$ cat config.mk
export PLATFORM = sky130hd
export DESIGN_NAME = debug_halt_behaviour_control
export DESIGN_NICKNAME = d
export VERILOG_FILES = /design/src/core/debug_halt_pkg.sv /design/src/core/debug_halt_behaviour_control.sv
export SDC_FILE = /design/constraint.sdc
export NUM_CORES = 1
export LEC_CHECK = 0
export ABC_AREA = 1
export BUFFER_PORTS_ARGS = -buffer_cell sky130_fd_sc_hd__clkbuf_2
export CAP_MARGIN = 40
export CORE_AREA = 2 2 232 234
export CTS_CLUSTER_DIAMETER = 200
export DETAILED_ROUTE_END_ITERATION = 7
export DIE_AREA = 0 0 234 236
export GPL_TIMING_DRIVEN = 0
export PLACE_DENSITY = 0.35
export SYNTH_ARGS = -nofsm -noshare
export SYNTH_HDL_FRONTEND = slang
export SYNTH_SLANG_ARGS = --single-unit
$ cat constraint.sdc
create_clock -name sys_clk -period 6.3 [get_ports sys_clk]
set_clock_uncertainty 0.15 [all_clocks]
set_input_delay 1.26 -clock sys_clk [delete_from_list [all_inputs] [get_ports sys_clk]]
set_output_delay 1.26 -clock sys_clk [all_outputs]
set_load 0.01 [all_outputs]
$ cat src/core/debug_halt_pkg.sv
// shared types and constants for the debug halt control block
package debug_halt_pkg;
  localparam int unsigned ADDR_W        = 32;
  localparam int unsigned DATA_W        = 32;
  localparam int unsigned WATCHDOG_W    = 16;
  localparam int unsigned NUM_GPR       = 15;
  localparam int unsigned IRQ_W         = 8;
  localparam logic [DATA_W-1:0] GPR_CLEAR = 32'h0000_0000;
  localparam logic [WATCHDOG_W-1:0] WATCHDOG_START = 16'h0000;
  localparam logic [WATCHDOG_W-1:0] WATCHDOG_STEP  = 16'h0001;
  // memory access give-up time while the wait pin is held low
  localparam int unsigned ACC_TIMEOUT_US = 100;
  localparam int unsigned CLK_MHZ        = 25;
  localparam int unsigned ACC_TIMEOUT_CYC = ACC_TIMEOUT_US * CLK_MHZ;
  localparam int unsigned TMO_W          = 12;

  typedef enum logic [1:0] {
    ST_RUN   = 2'b00,
    ST_HALT  = 2'b01,
    ST_SLEEP = 2'b10
  } run_state_t;

  typedef struct packed {
    logic session_start;  // one-cycle pulse at debug start-up
    logic link_single;    // 1 = single-line link, 0 = jtag
    logic break_req;      // forced break pulse
    logic resume_req;     // restart user program pulse
    logic mem_req;        // memory access request pulse
  } dbg_cmd_t;

  typedef struct packed {
    logic mem_done;
    logic mem_timeout;
  } dbg_rsp_t;
endpackage

$ cat src/core/debug_halt_behaviour_control.sv
// debug halt control: session init, break, reset masking, watchdog hold, irq gating
// Notes on behaviour
// - session start loads pc from reset vector
// - session start clears other general registers
// - low-power left on wake or break
// - jtag: pin reset masked while halted
// - single-line: pin reset not masked
// - wait low during break: access times out
// - watchdog holds while halted
// - watchdog resumes from held value on restart
// - peripherals keep running while halted
// - maskable interrupts refused while halted
// - pending interrupts taken right after restart
module debug_halt_behaviour_control #(
  parameter int unsigned TIMEOUT_CYC = debug_halt_pkg::ACC_TIMEOUT_CYC
) (
  input  wire logic                                    sys_clk,
  input  wire logic                                    rst_n,
  input  wire logic                                    external_reset_pin_n,
  input  wire logic                                    wait_pin_n,
  input  wire debug_halt_pkg::dbg_cmd_t                dbg_cmd,
  input  wire logic [debug_halt_pkg::DATA_W-1:0]       reset_vector,
  input  wire logic                                    sleep_req,
  input  wire logic                                    wake_src,
  input  wire logic [debug_halt_pkg::IRQ_W-1:0]        irq_pending,
  output logic                                         halted,
  output logic                                         low_power,
  output logic                                         core_reset,
  output logic [debug_halt_pkg::DATA_W-1:0]            pc_out,
  output logic [debug_halt_pkg::NUM_GPR*debug_halt_pkg::DATA_W-1:0] gpr_out,
  output logic [debug_halt_pkg::WATCHDOG_W-1:0]        watchdog_counter,
  output logic [debug_halt_pkg::IRQ_W-1:0]             irq_accept,
  output logic                                         periph_run,
  output debug_halt_pkg::dbg_rsp_t                     dbg_rsp
);
  import debug_halt_pkg::*;

  localparam logic [TMO_W-1:0] TMO_LAST = TMO_W'(TIMEOUT_CYC - 1);

  // reset release and pin synchronisers
  logic       rst_s1_r;
  logic       rst_s2_r;
  logic [1:0] pin_s1_r;
  logic [1:0] pin_s2_r;
  logic       rst_sync_n;
  logic       pin_rst_low;
  logic       pin_wait_low;

  always_ff @(posedge sys_clk or negedge rst_n) begin
    if (!rst_n) begin
      rst_s1_r <= 1'b0;
      rst_s2_r <= 1'b0;
    end else begin
      rst_s1_r <= 1'b1;
      rst_s2_r <= rst_s1_r;
    end
  end
  assign rst_sync_n = rst_s2_r;

  always_ff @(posedge sys_clk or negedge rst_sync_n) begin
    if (!rst_sync_n) begin
      pin_s1_r <= 2'b11;
      pin_s2_r <= 2'b11;
    end else begin
      pin_s1_r <= {external_reset_pin_n, wait_pin_n};
      pin_s2_r <= pin_s1_r;
    end
  end
  assign pin_rst_low  = ~pin_s2_r[1];
  assign pin_wait_low = ~pin_s2_r[0];

  // run state and halted indication
  run_state_t state_r;
  run_state_t state_nxt;
  logic       link_single_r;
  logic       link_single_nxt;
  logic       halted_r;
  logic       halted_nxt;
  logic       low_power_r;
  logic       low_power_nxt;
  logic       do_reset;

  // a masked pin reset is simply dropped, not deferred to restart
  always_comb begin
    do_reset = pin_rst_low && !(state_r == ST_HALT && !link_single_r);
  end

  always_comb begin
    state_nxt       = state_r;
    link_single_nxt = link_single_r;
    if (dbg_cmd.session_start) begin
      link_single_nxt = dbg_cmd.link_single;
    end
    if (do_reset) begin
      state_nxt = ST_RUN;
    end else if (dbg_cmd.session_start) begin
      state_nxt = ST_HALT;
    end else begin
      unique case (state_r)
        ST_RUN: begin
          if (dbg_cmd.break_req) begin
            state_nxt = ST_HALT;
          end else if (sleep_req) begin
            state_nxt = ST_SLEEP;
          end
        end
        ST_HALT: begin
          if (dbg_cmd.resume_req) begin
            state_nxt = ST_RUN;
          end
        end
        ST_SLEEP: begin
          if (dbg_cmd.break_req) begin
            state_nxt = ST_HALT;
          end else if (wake_src) begin
            state_nxt = ST_RUN;
          end
        end
        default: state_nxt = ST_RUN;
      endcase
    end
    // decoded ahead so both outputs leave straight from flops
    halted_nxt    = (state_nxt == ST_HALT);
    low_power_nxt = (state_nxt == ST_SLEEP);
  end

  always_ff @(posedge sys_clk or negedge rst_sync_n) begin
    if (!rst_sync_n) begin
      state_r       <= ST_RUN;
      link_single_r <= 1'b0;
      halted_r      <= 1'b0;
      low_power_r   <= 1'b0;
    end else begin
      state_r       <= state_nxt;
      link_single_r <= link_single_nxt;
      halted_r      <= halted_nxt;
      low_power_r   <= low_power_nxt;
    end
  end

  // register initialisation at session start
  logic [DATA_W-1:0]         pc_r;
  logic [DATA_W-1:0]         pc_nxt;
  logic [NUM_GPR*DATA_W-1:0] gpr_r;
  logic [NUM_GPR*DATA_W-1:0] gpr_nxt;

  always_comb begin
    pc_nxt  = pc_r;
    gpr_nxt = gpr_r;
    if (dbg_cmd.session_start) begin
      pc_nxt  = reset_vector;
      gpr_nxt = {NUM_GPR{GPR_CLEAR}};
    end
  end

  // outside a session these start as zero too; the real core leaves them undefined
  always_ff @(posedge sys_clk or negedge rst_sync_n) begin
    if (!rst_sync_n) begin
      pc_r  <= GPR_CLEAR;
      gpr_r <= {NUM_GPR{GPR_CLEAR}};
    end else begin
      pc_r  <= pc_nxt;
      gpr_r <= gpr_nxt;
    end
  end

  // watchdog, interrupts, memory access
  logic [WATCHDOG_W-1:0] watchdog_r;
  logic [WATCHDOG_W-1:0] watchdog_nxt;
  logic [IRQ_W-1:0]      irq_r;
  logic [IRQ_W-1:0]      irq_nxt;
  logic                  busy_r;
  logic                  busy_nxt;
  logic [TMO_W-1:0]      tmo_r;
  logic [TMO_W-1:0]      tmo_nxt;
  logic                  done_r;
  logic                  done_nxt;
  logic                  tout_r;
  logic                  tout_nxt;
  logic                  halt_now;

  assign halt_now = (state_r == ST_HALT);

  always_comb begin
    watchdog_nxt = watchdog_r;
    irq_nxt  = '0;
    busy_nxt = busy_r;
    tmo_nxt  = tmo_r;
    done_nxt = 1'b0;
    tout_nxt = 1'b0;
    if (do_reset) begin
      watchdog_nxt = WATCHDOG_START;
    end else if (!halt_now) begin
      watchdog_nxt = watchdog_r + WATCHDOG_STEP;
    end
    // taken on the first running cycle since pending lines stay high
    if (!halt_now && state_nxt != ST_HALT) begin
      irq_nxt = irq_pending;
    end
    if (!busy_r) begin
      if (dbg_cmd.mem_req) begin
        busy_nxt = 1'b1;
        tmo_nxt  = '0;
      end
    end else if (!pin_wait_low) begin
      busy_nxt = 1'b0;
      done_nxt = 1'b1;
    end else if (tmo_r == TMO_LAST) begin
      busy_nxt = 1'b0;
      tout_nxt = 1'b1;
    end else begin
      tmo_nxt = tmo_r + 1'b1;
    end
  end

  always_ff @(posedge sys_clk or negedge rst_sync_n) begin
    if (!rst_sync_n) begin
      watchdog_r <= WATCHDOG_START;
      irq_r  <= '0;
      busy_r <= 1'b0;
      tmo_r  <= '0;
      done_r <= 1'b0;
      tout_r <= 1'b0;
    end else begin
      watchdog_r <= watchdog_nxt;
      irq_r  <= irq_nxt;
      busy_r <= busy_nxt;
      tmo_r  <= tmo_nxt;
      done_r <= done_nxt;
      tout_r <= tout_nxt;
    end
  end

  // registered outputs
  logic core_reset_r;
  always_ff @(posedge sys_clk or negedge rst_sync_n) begin
    if (!rst_sync_n) begin
      core_reset_r <= 1'b0;
    end else begin
      core_reset_r <= do_reset;
    end
  end

  assign halted           = halted_r;
  assign low_power        = low_power_r;
  assign core_reset       = core_reset_r;
  assign pc_out           = pc_r;
  assign gpr_out          = gpr_r;
  assign watchdog_counter = watchdog_r;
  assign irq_accept       = irq_r;
  assign periph_run       = rst_sync_n;
  assign dbg_rsp          = {done_r, tout_r};
endmodule

# Word-level counts from Yosys, hierarchy flattened
# Index checks and enable logic that the tools add are counted.
# totals
latchBits	0
wordCells	61
romBits	0
ff_bits	83
inputBits	51
n_memories	0
mem_bits_rw	0
# op_classes
eq_ne	9
div_mod_pow	0
muxes	24
n_mul	0
n_bitwise	1
add_sub_neg	2
n_reduce_logical	9
magnitude_cmp	0
n_shift	0
# op_table
cell	count
two-way mux 12 bit	4
two-way mux 16 bit	2
adder 16 x 1 -> 16 bit (second input constant)	1
two-way mux 2 bit	7
adder 12 x 1 -> 12 bit (second input constant)	1
== test 12 bit (second input constant)	1
two-way mux 1 bit	9
two-way mux 8 bit	1
!= test 2 bit (second input constant)	3
one-hot mux 2 bit (3 select lines)	1
== test 2 x 1 -> 1 bit (second input constant)	2
== test 2 bit (second input constant)	2
logical AND 1 bit	3
logical NOT 1 bit	3
AND reduction 3 bit	1
logical NOT 2 bit	1
!= test 2 x 1 -> 1 bit (second input constant)	1
nonzero test 2 bit	1
NOT 1 bit	1

# Logic depth before layout (Yosys ltp)
# Gate-level depths: netlist (run 1).
# depth
word_depth	8
ltp_mapped	9
mapped_depth_nobuf	9

# Worst setup path before layout (run 1)
# Ideal clock, no wire load.
# synth_path
path_kind	register to output
startpoint	reg rst_s2_r, in the netlist periph_run
endpoint	out periph_run
arrival_time_ns	2.094
t_required_ns	4.890
slack_ns	2.796
stages_incl_launch_ff	1
cell_sequence	dfrtp_1
# synth_lines
item	line_no	rtl
start: declaration	debug_halt_behaviour_control.sv:42	logic rst_s2_r;
start signal: assignment	debug_halt_behaviour_control.sv:55	rst_s2_r <= rst_s1_r;
end: declaration	debug_halt_behaviour_control.sv:33	output logic periph_run,
# No word-level cell between the ends.

# Worst setup path after layout (run 1)
# layout_path
startpoint	reg rst_s2_r, in the netlist periph_run
endpoint	out periph_run
# No word-level cell between the ends.

==> reports/summary.txt, run 1 <==
Setup_tns: 0 ns
Endpoints failing setup: 0
Crit start category: register
Inserted Clock Buffers: 9
Critical Path RT: 4.89 ns
Initial drt markers: 191
Clock Path Buffers: 2
Total GRT Usage: 0.0657
Synth Area in Simple Gates: 0.154
Cell-by-cell trace of the critical path: clkbuf_2
First-pass GRT wire length: 27800 um
I/O pin count: 593
Vias in the first global route: 4838
Antenna Cells: 0
Rows: 85
CTS-repair resized insts: 0
Clock root buffer: clkbuf_16
Clock tree sinks: 83
Synth Register Bits: 83
Delay-heaviest family, CP: flip-flops
Largest family of logic cells by synthesized area: buffers and inverters
Pre-antenna DRT Iters: 4
Sequential fraction of the synthesis area: 0.286
EDFF count, synth: 0
Endpoints failing hold: 0
Slowest-stage cell, CP: dfrtp_4
Power Density: 161 nW/um2
Vias per cell: 2.58
Crit path max fanout: 44
Slew Limit Fails: 0
# fillers: 6067
Max-cap viol count: 0
Final ANT Viol Nets: 0
Worst relative slew slack: 0.571
Die Span Y: 236 um
Pre-CTS setup slack: 3.40 ns
Routed length per instance: 8.58 um
Area Growth Syn to Fin: 48.9%
Cts hold-fix bufs: 0
GPL Wtd Cong: 0.741
Crit end category: primary output
CTS tree: yes
Xor and xnor area share after synthesis: 0.00481
Port Buffers: 111
Drt total wl: 19200 um
Core ar.: 53100 um2
Mux cell area share after synthesis: 0
Post-DP HPWL: 16700 um
Netlist cell types: 34
Worst hold path type: reg -> async
Post-route DRC: 0
Syn Area/Cell: 7.84 um2
Via count: 5751
Final net count: 1585
Min cycle time layout: 2.87 ns
Post-synthesis compound-gate area fraction: 0.0196
Top_reg_cell synth: dfrtp_1
Peak VDD IR: 0.145 mV
Clock Latency Late Sink: 0.37 ns
Area of the die: 55200 um2
Synth Instances: 930
Congestion Overflow GR: 0
Pin count of the biggest net entering global routing: 45
Die width: 234 um
Post-Route Utilization: 0.204
RSZ-0062 raised after global routing: no
Max incr delay on CP: 0.83 ns
Setup Buffers After CTS: 0
Synth warnings: 0
Area of the mapped netlist: 7290 um2
Status: finished, final reports clean
Crit path arrival time: 1.46 ns
Slew at the pin closest to its max-slew limit: 0.643 ns
H-tree depth: 3
Clock transition at path regs: 0.07 ns
Post-Synth Adder-Cell Area: 0.00343
Initial antenna violation count: 0
Layout cell share with drive strength beyond 1: 0.411
Worst path buffer plus inverter count: 1
Crit Path Class: reg -> out
Leak: 6.78 nW
Async set-or-reset flop fraction in the synthesized netlist: 1.00
FMAX: 349 MHz
Initial core utilization: 0.137
Min setup slack post-route: 3.43 ns
Crit share post-route: 0.455
cell usage in the layout, fill, tap and decap left out, types with 4 or more instances in the layout:
| cell type | netlist | final |
|---|---|---|
| a21oi_1 | 7 | 7 |
| clkbuf_1 | 8 | 8 |
| nand2_1 | 179 | 179 |
| nand3_1 | 21 | 21 |
| inv_1 | 44 | 44 |
| nand4_1 | 5 | 5 |
| clkbuf_16 | 0 | 9 |
| nor2_1 | 48 | 48 |
| dfstp_2 | 4 | 4 |
| clkbuf_2 | 0 | 111 |
| buf_4 | 483 | 483 |
| nor3_1 | 4 | 4 |
| o21ai_0 | 10 | 10 |
| conb_1 | 2 | 481 |
| dfrtp_1 | 79 | 78 |
final cells by class:
type,instances,area (um2),area share
sequential,83,2090,0.192
multi-input combinational,784,3130,0.288
buffer,496,3700,0.341
inverter,46,173,0.0159
clock buffer,9,225,0.0208
timing repair buffer,112,583,0.0537
tap,696,871,0.0802
clock inverter,7,83.8,0.00773
synthesized netlist by cell type (4+ instances only):
library cell	instances	share of area
a21oi_1	7	0.0048
buf_4	483	0.50
clkbuf_1	8	0.0041
dfrtp_1	79	0.27
dfstp_2	4	0.014
inv_1	44	0.023
nand2_1	179	0.092
nand3_1	21	0.014
nand4_1	5	0.0043
nor2_1	48	0.025
nor3_1	4	0.0027
o21ai_0	10	0.0069
where the power goes:
group | internal [mW] | switching (mW) | leakage [nW] | total, mW
Sequential | 0.575 | 0.0348 | 1.06 | 0.609
Combinational | 0.261 | 0.292 | 5.56 | 0.552
Clock | 0.316 | 0.266 | 0.154 | 0.582
Total | 1.15 | 0.592 | 6.78 | 1.74
flip-flops by register name (all words and copies together), names as in the netlist:
name              cells
busy_r                1
core_reset            1
done_r                1
halted                1
irq_accept            8
link_single_r         1
low_power             1
pc_out               32
periph_run            1
pin_s1_r              2
pin_s2_r              2
rst_s1_r              1
state_r               2
tmo_r                12
tout_r                1
watchdog_counter     16
layer usage:
layer  GRT usage  routed length, um
met1      0.0653               6680
met2       0.128              10600
met3      0.0213               1650
met4      0.0167                180
met5           0                  0
logic make-up (layout without fill, tap and decap cells):
logic type,after synthesis,after routing
buffers and inverters,542,670
AND/OR/NAND/NOR,271,271
flip-flops,83,83
AO/OA/AOI/OAI,26,26
XOR/XNOR,4,4
adder cells (fa/ha/maj),2,2
other,2,481
worst paths after layout:
kind                            start                  end  slack [ns]  cells after the start
min reg2reg                periph_run  watchdog_counter[0]        0.20                      0
max                        periph_run           periph_run        3.43                      1
min                        periph_run  watchdog_counter[0]        0.20                      0
min in group sys_clk         rst_s1_r           periph_run        0.20                      0
max in group asynchronous  periph_run          pin_s1_r[1]        5.13                      1
max reg2reg                  tmo_r[0]             tmo_r[5]        4.39                      9
through the flow:
step	instance area (um2)	hold WS, ns	cells	power (mW)
2_1_floorplan	9080	0.181	1409	1.06
3_3_place_gp	10500	0.186	2216	1.16
3_5_place_dp	10500	0.192	2217	1.16
4_1_cts	10900	0.210	2233	1.77
5_1_grt	10900	0.219	2233	1.86
6_report	10900	0.199	2233	1.74
Power figures use the tool's default switching activity.
==> run 2, diff against run 1 <==
--- a/config.mk
+++ b/config.mk
@@ -5,13 +5,13 @@
 export SDC_FILE = /design/constraint.sdc
 export NUM_CORES = 1
 export LEC_CHECK = 0
-export ABC_AREA = 1
+export ABC_AREA = 0
 export BUFFER_PORTS_ARGS = -buffer_cell sky130_fd_sc_hd__clkbuf_2
 export CAP_MARGIN = 40
-export CORE_AREA = 2 2 232 234
+export CORE_AREA = 2 2 228 230
 export CTS_CLUSTER_DIAMETER = 200
 export DETAILED_ROUTE_END_ITERATION = 7
-export DIE_AREA = 0 0 234 236
+export DIE_AREA = 0 0 230 232
 export GPL_TIMING_DRIVEN = 0
 export PLACE_DENSITY = 0.35
 export SYNTH_ARGS = -nofsm -noshare
==> constraint.sdc (replaced) <==
create_clock -name sys_clk -period 2.65 [get_ports sys_clk]
set_clock_uncertainty 0.15 [all_clocks]
set_input_delay 0.53 -clock sys_clk [delete_from_list [all_inputs] [get_ports sys_clk]]
set_output_delay 0.53 -clock sys_clk [all_outputs]
set_load 0.01 [all_outputs]
==> reports/summary.txt, run 2 <==
First-pass GRT wire length: 25100 um
Max incr delay on CP: 0.70 ns
Top_reg_cell synth: dfrtp_1
Clock Latency Late Sink: 0.35 ns
Crit Path Class: reg -> out
Leak: 6.29 nW
Peak VDD IR: 0.311 mV
Initial core utilization: 0.137
Final net count: 1411
Crit path arrival time: 1.27 ns
Crit path max fanout: 28
Post-route DRC: 0
Slew Limit Fails: 0
Crit end category: primary output
Synth Register Bits: 83
Status: finished, final reports clean
Inserted Clock Buffers: 9
Syn Area/Cell: 9.26 um2
Pin count of the biggest net entering global routing: 56
Crit share post-route: 0.737
Max-cap viol count: 0
Delay-heaviest family, CP: flip-flops
Vias in the first global route: 4012
H-tree depth: 3
Slew at the pin closest to its max-slew limit: 0.839 ns
Setup_tns: 0 ns
Antenna Cells: 0
Pre-antenna DRT Iters: 5
Rows: 83
Initial drt markers: 164
Most frequent cells in the layout: buf_4 (482), conb_1 (481), clkbuf_2 (111), dfrtp_1 (78), mux2_2 (32)
Total GRT Usage: 0.0611
Top cells by count, synth: buf_4 (482), dfrtp_1 (79), mux2_2 (32)
Slowest-stage cell, CP: dfrtp_4
Multi-input logic area: 3030 um2
Clock tree sinks: 83
Endpoints failing setup: 0
Max FFs per register: 32
Total power: 4.01 mW
# fillers: 5804
Area Growth Syn to Fin: 50.8%
Count leader, synth: buf_4
Register area: 2090 um2
Setup Buffers After CTS: 0
RSZ-0062 raised after global routing: no
Routed length per instance: 8.84 um
Clock transition at path regs: 0.06 ns
Layout cell share with drive strength beyond 1: 0.481
Cell-by-cell trace of the critical path: clkbuf_2
I/O pin count: 593
Port Buffers: 111
Drt total wl: 18100 um
P_int: 2.74 mW
Clock Path Buffers: 2
Largest cells by area after synthesis: buf_4 (52%), dfrtp_1 (28%), mux2_2 (5.2%)
Vias per cell: 2.47
EDFF count, synth: 0
Area of the die: 53400 um2
Power Density: 381 nW/um2
Die width: 230 um
Share of the synthesized area in the top cell type: 0.518
Crit start category: register
Min cycle time layout: 1.95 ns
Clock root buffer: clkbuf_16
Sw frac: 0.317
Core ar.: 50900 um2
Post-DP HPWL: 16000 um
Via count: 5037
Clock power frac: 0.316
FMAX: 512 MHz
Endpoints failing hold: 0
Pre-CTS setup slack: 0.371 ns
Worst path buffer plus inverter count: 1
Sw Pwr: 1.27 mW
Critical Path RT: 1.97 ns
Async set-or-reset flop fraction in the synthesized netlist: 1.00
Sequential fraction of the synthesis area: 0.298
Yosys top cell by area: buf_4
GPL Wtd Cong: 0.745
Congestion Overflow GR: 0
Initial antenna violation count: 0
CTS tree: yes
Commonest non-fill, non-tap cell in the layout: buf_4
Worst hold path type: in -> reg
Die Span Y: 232 um
Final ANT Viol Nets: 0
Area of the mapped netlist: 6990 um2
Synth warnings: 0
Combinational cell fraction of total power: 0.322
Synth Instances: 754
Worst relative slew slack: 0.435
Min setup slack post-route: 0.698 ns
Netlist cell types: 41
Sequential Power Share: 0.362
run 2: cell count changes after synthesis, sizes merged, moves of 4 or more:
cell / previous run / this run
and3: 0 / 11
xnor2: 1 / 6
a21oi: 7 / 12
nor2b: 0 / 4
xor2: 3 / 9
inv: 45 / 4
or3: 0 / 11
nand3: 21 / 8
clkbuf: 8 / 4
nand2: 183 / 14
nor2: 49 / 19
mux2: 0 / 32
run 2: cell type report:
cell class | instances | share of cell area
buffer | 491 | 0.347
clock buffer | 11 | 0.0221
clock inverter | 5 | 0.00523
inverter | 4 | 0.00143
multi-input combinational | 655 | 0.288
sequential | 83 | 0.198
tap | 680 | 0.0808
timing repair buffer | 114 | 0.0577
run 2: cells by family after synthesis:
group                      Yosys count  synth area share
other                                2           0.00108
xor gates and xnor gates            15            0.0188
muxes                               33            0.0530
AOI/OAI and AO/OA                   28            0.0238
and+or+nand+nor                     96            0.0765
adders and majority gates            2           0.00358
DFF                                 83             0.298
buffers and inverters              495             0.525
run 2: worst paths after layout:
path | startpoint | slack (ns) | cells after the start | end
setup / recovery | periph_run | 0.70 | 1 | periph_run
hold / removal | wait_pin_n | 0.11 | 1 | pin_s1_r[0]
setup reg to reg | tmo_r[2] | 0.77 | 4 | tmo_r[1]
hold reg to reg | periph_run | 0.12 | 0 | irq_accept[5]
max in group asynchronous | periph_run | 1.55 | 1 | pin_s1_r[1]
min in group asynchronous | periph_run | 0.12 | 0 | irq_accept[5]
run 2: power by group through the flow:
stage | clock network (mW) | registers [mW] | logic (mW)
detailed placement | 0 | 1.47 | 1.24
CTS | 1.33 | 1.45 | 1.24
global placement | 0 | 1.49 | 1.21
finish | 1.27 | 1.45 | 1.29
global route | 1.39 | 1.47 | 1.42
floorplan | 0 | 1.51 | 0.984
run 2: repair_timing:
item / 4_1_cts / 5_1_grt
endpoints found under the hold margin: 2 / 0
hold buffers: 1 / 0
gates resized for setup: 0 / 0
run 2: routing by layer:
layer / part of all wire / track usage / wire length [um] / vias up
met1: 0.33 / 0.0637 / 5950 / 2108
met3: 0.13 / 0.0274 / 2280 / 11
met4: 0.011 / 0.0206 / 194 / 0
met5: 0 / 0 / 0 / -
met2: 0.53 / 0.109 / 9640 / 274
li1: - / - / - / 2644
run 2: through the flow:
stage / hold slack (ns) / util / area [um2] / cells
final: 0.107 / 0.207 / 10500 / 2043
after floorplan: 0.0844 / - / 8780 / 1233
after global placement: 0.168 / 0.200 / 10200 / 2024
after CTS: 0.0894 / 0.207 / 10500 / 2043
after global routing: 0.0881 / 0.207 / 10500 / 2043
after detailed placement: 0.129 / 0.201 / 10200 / 2026
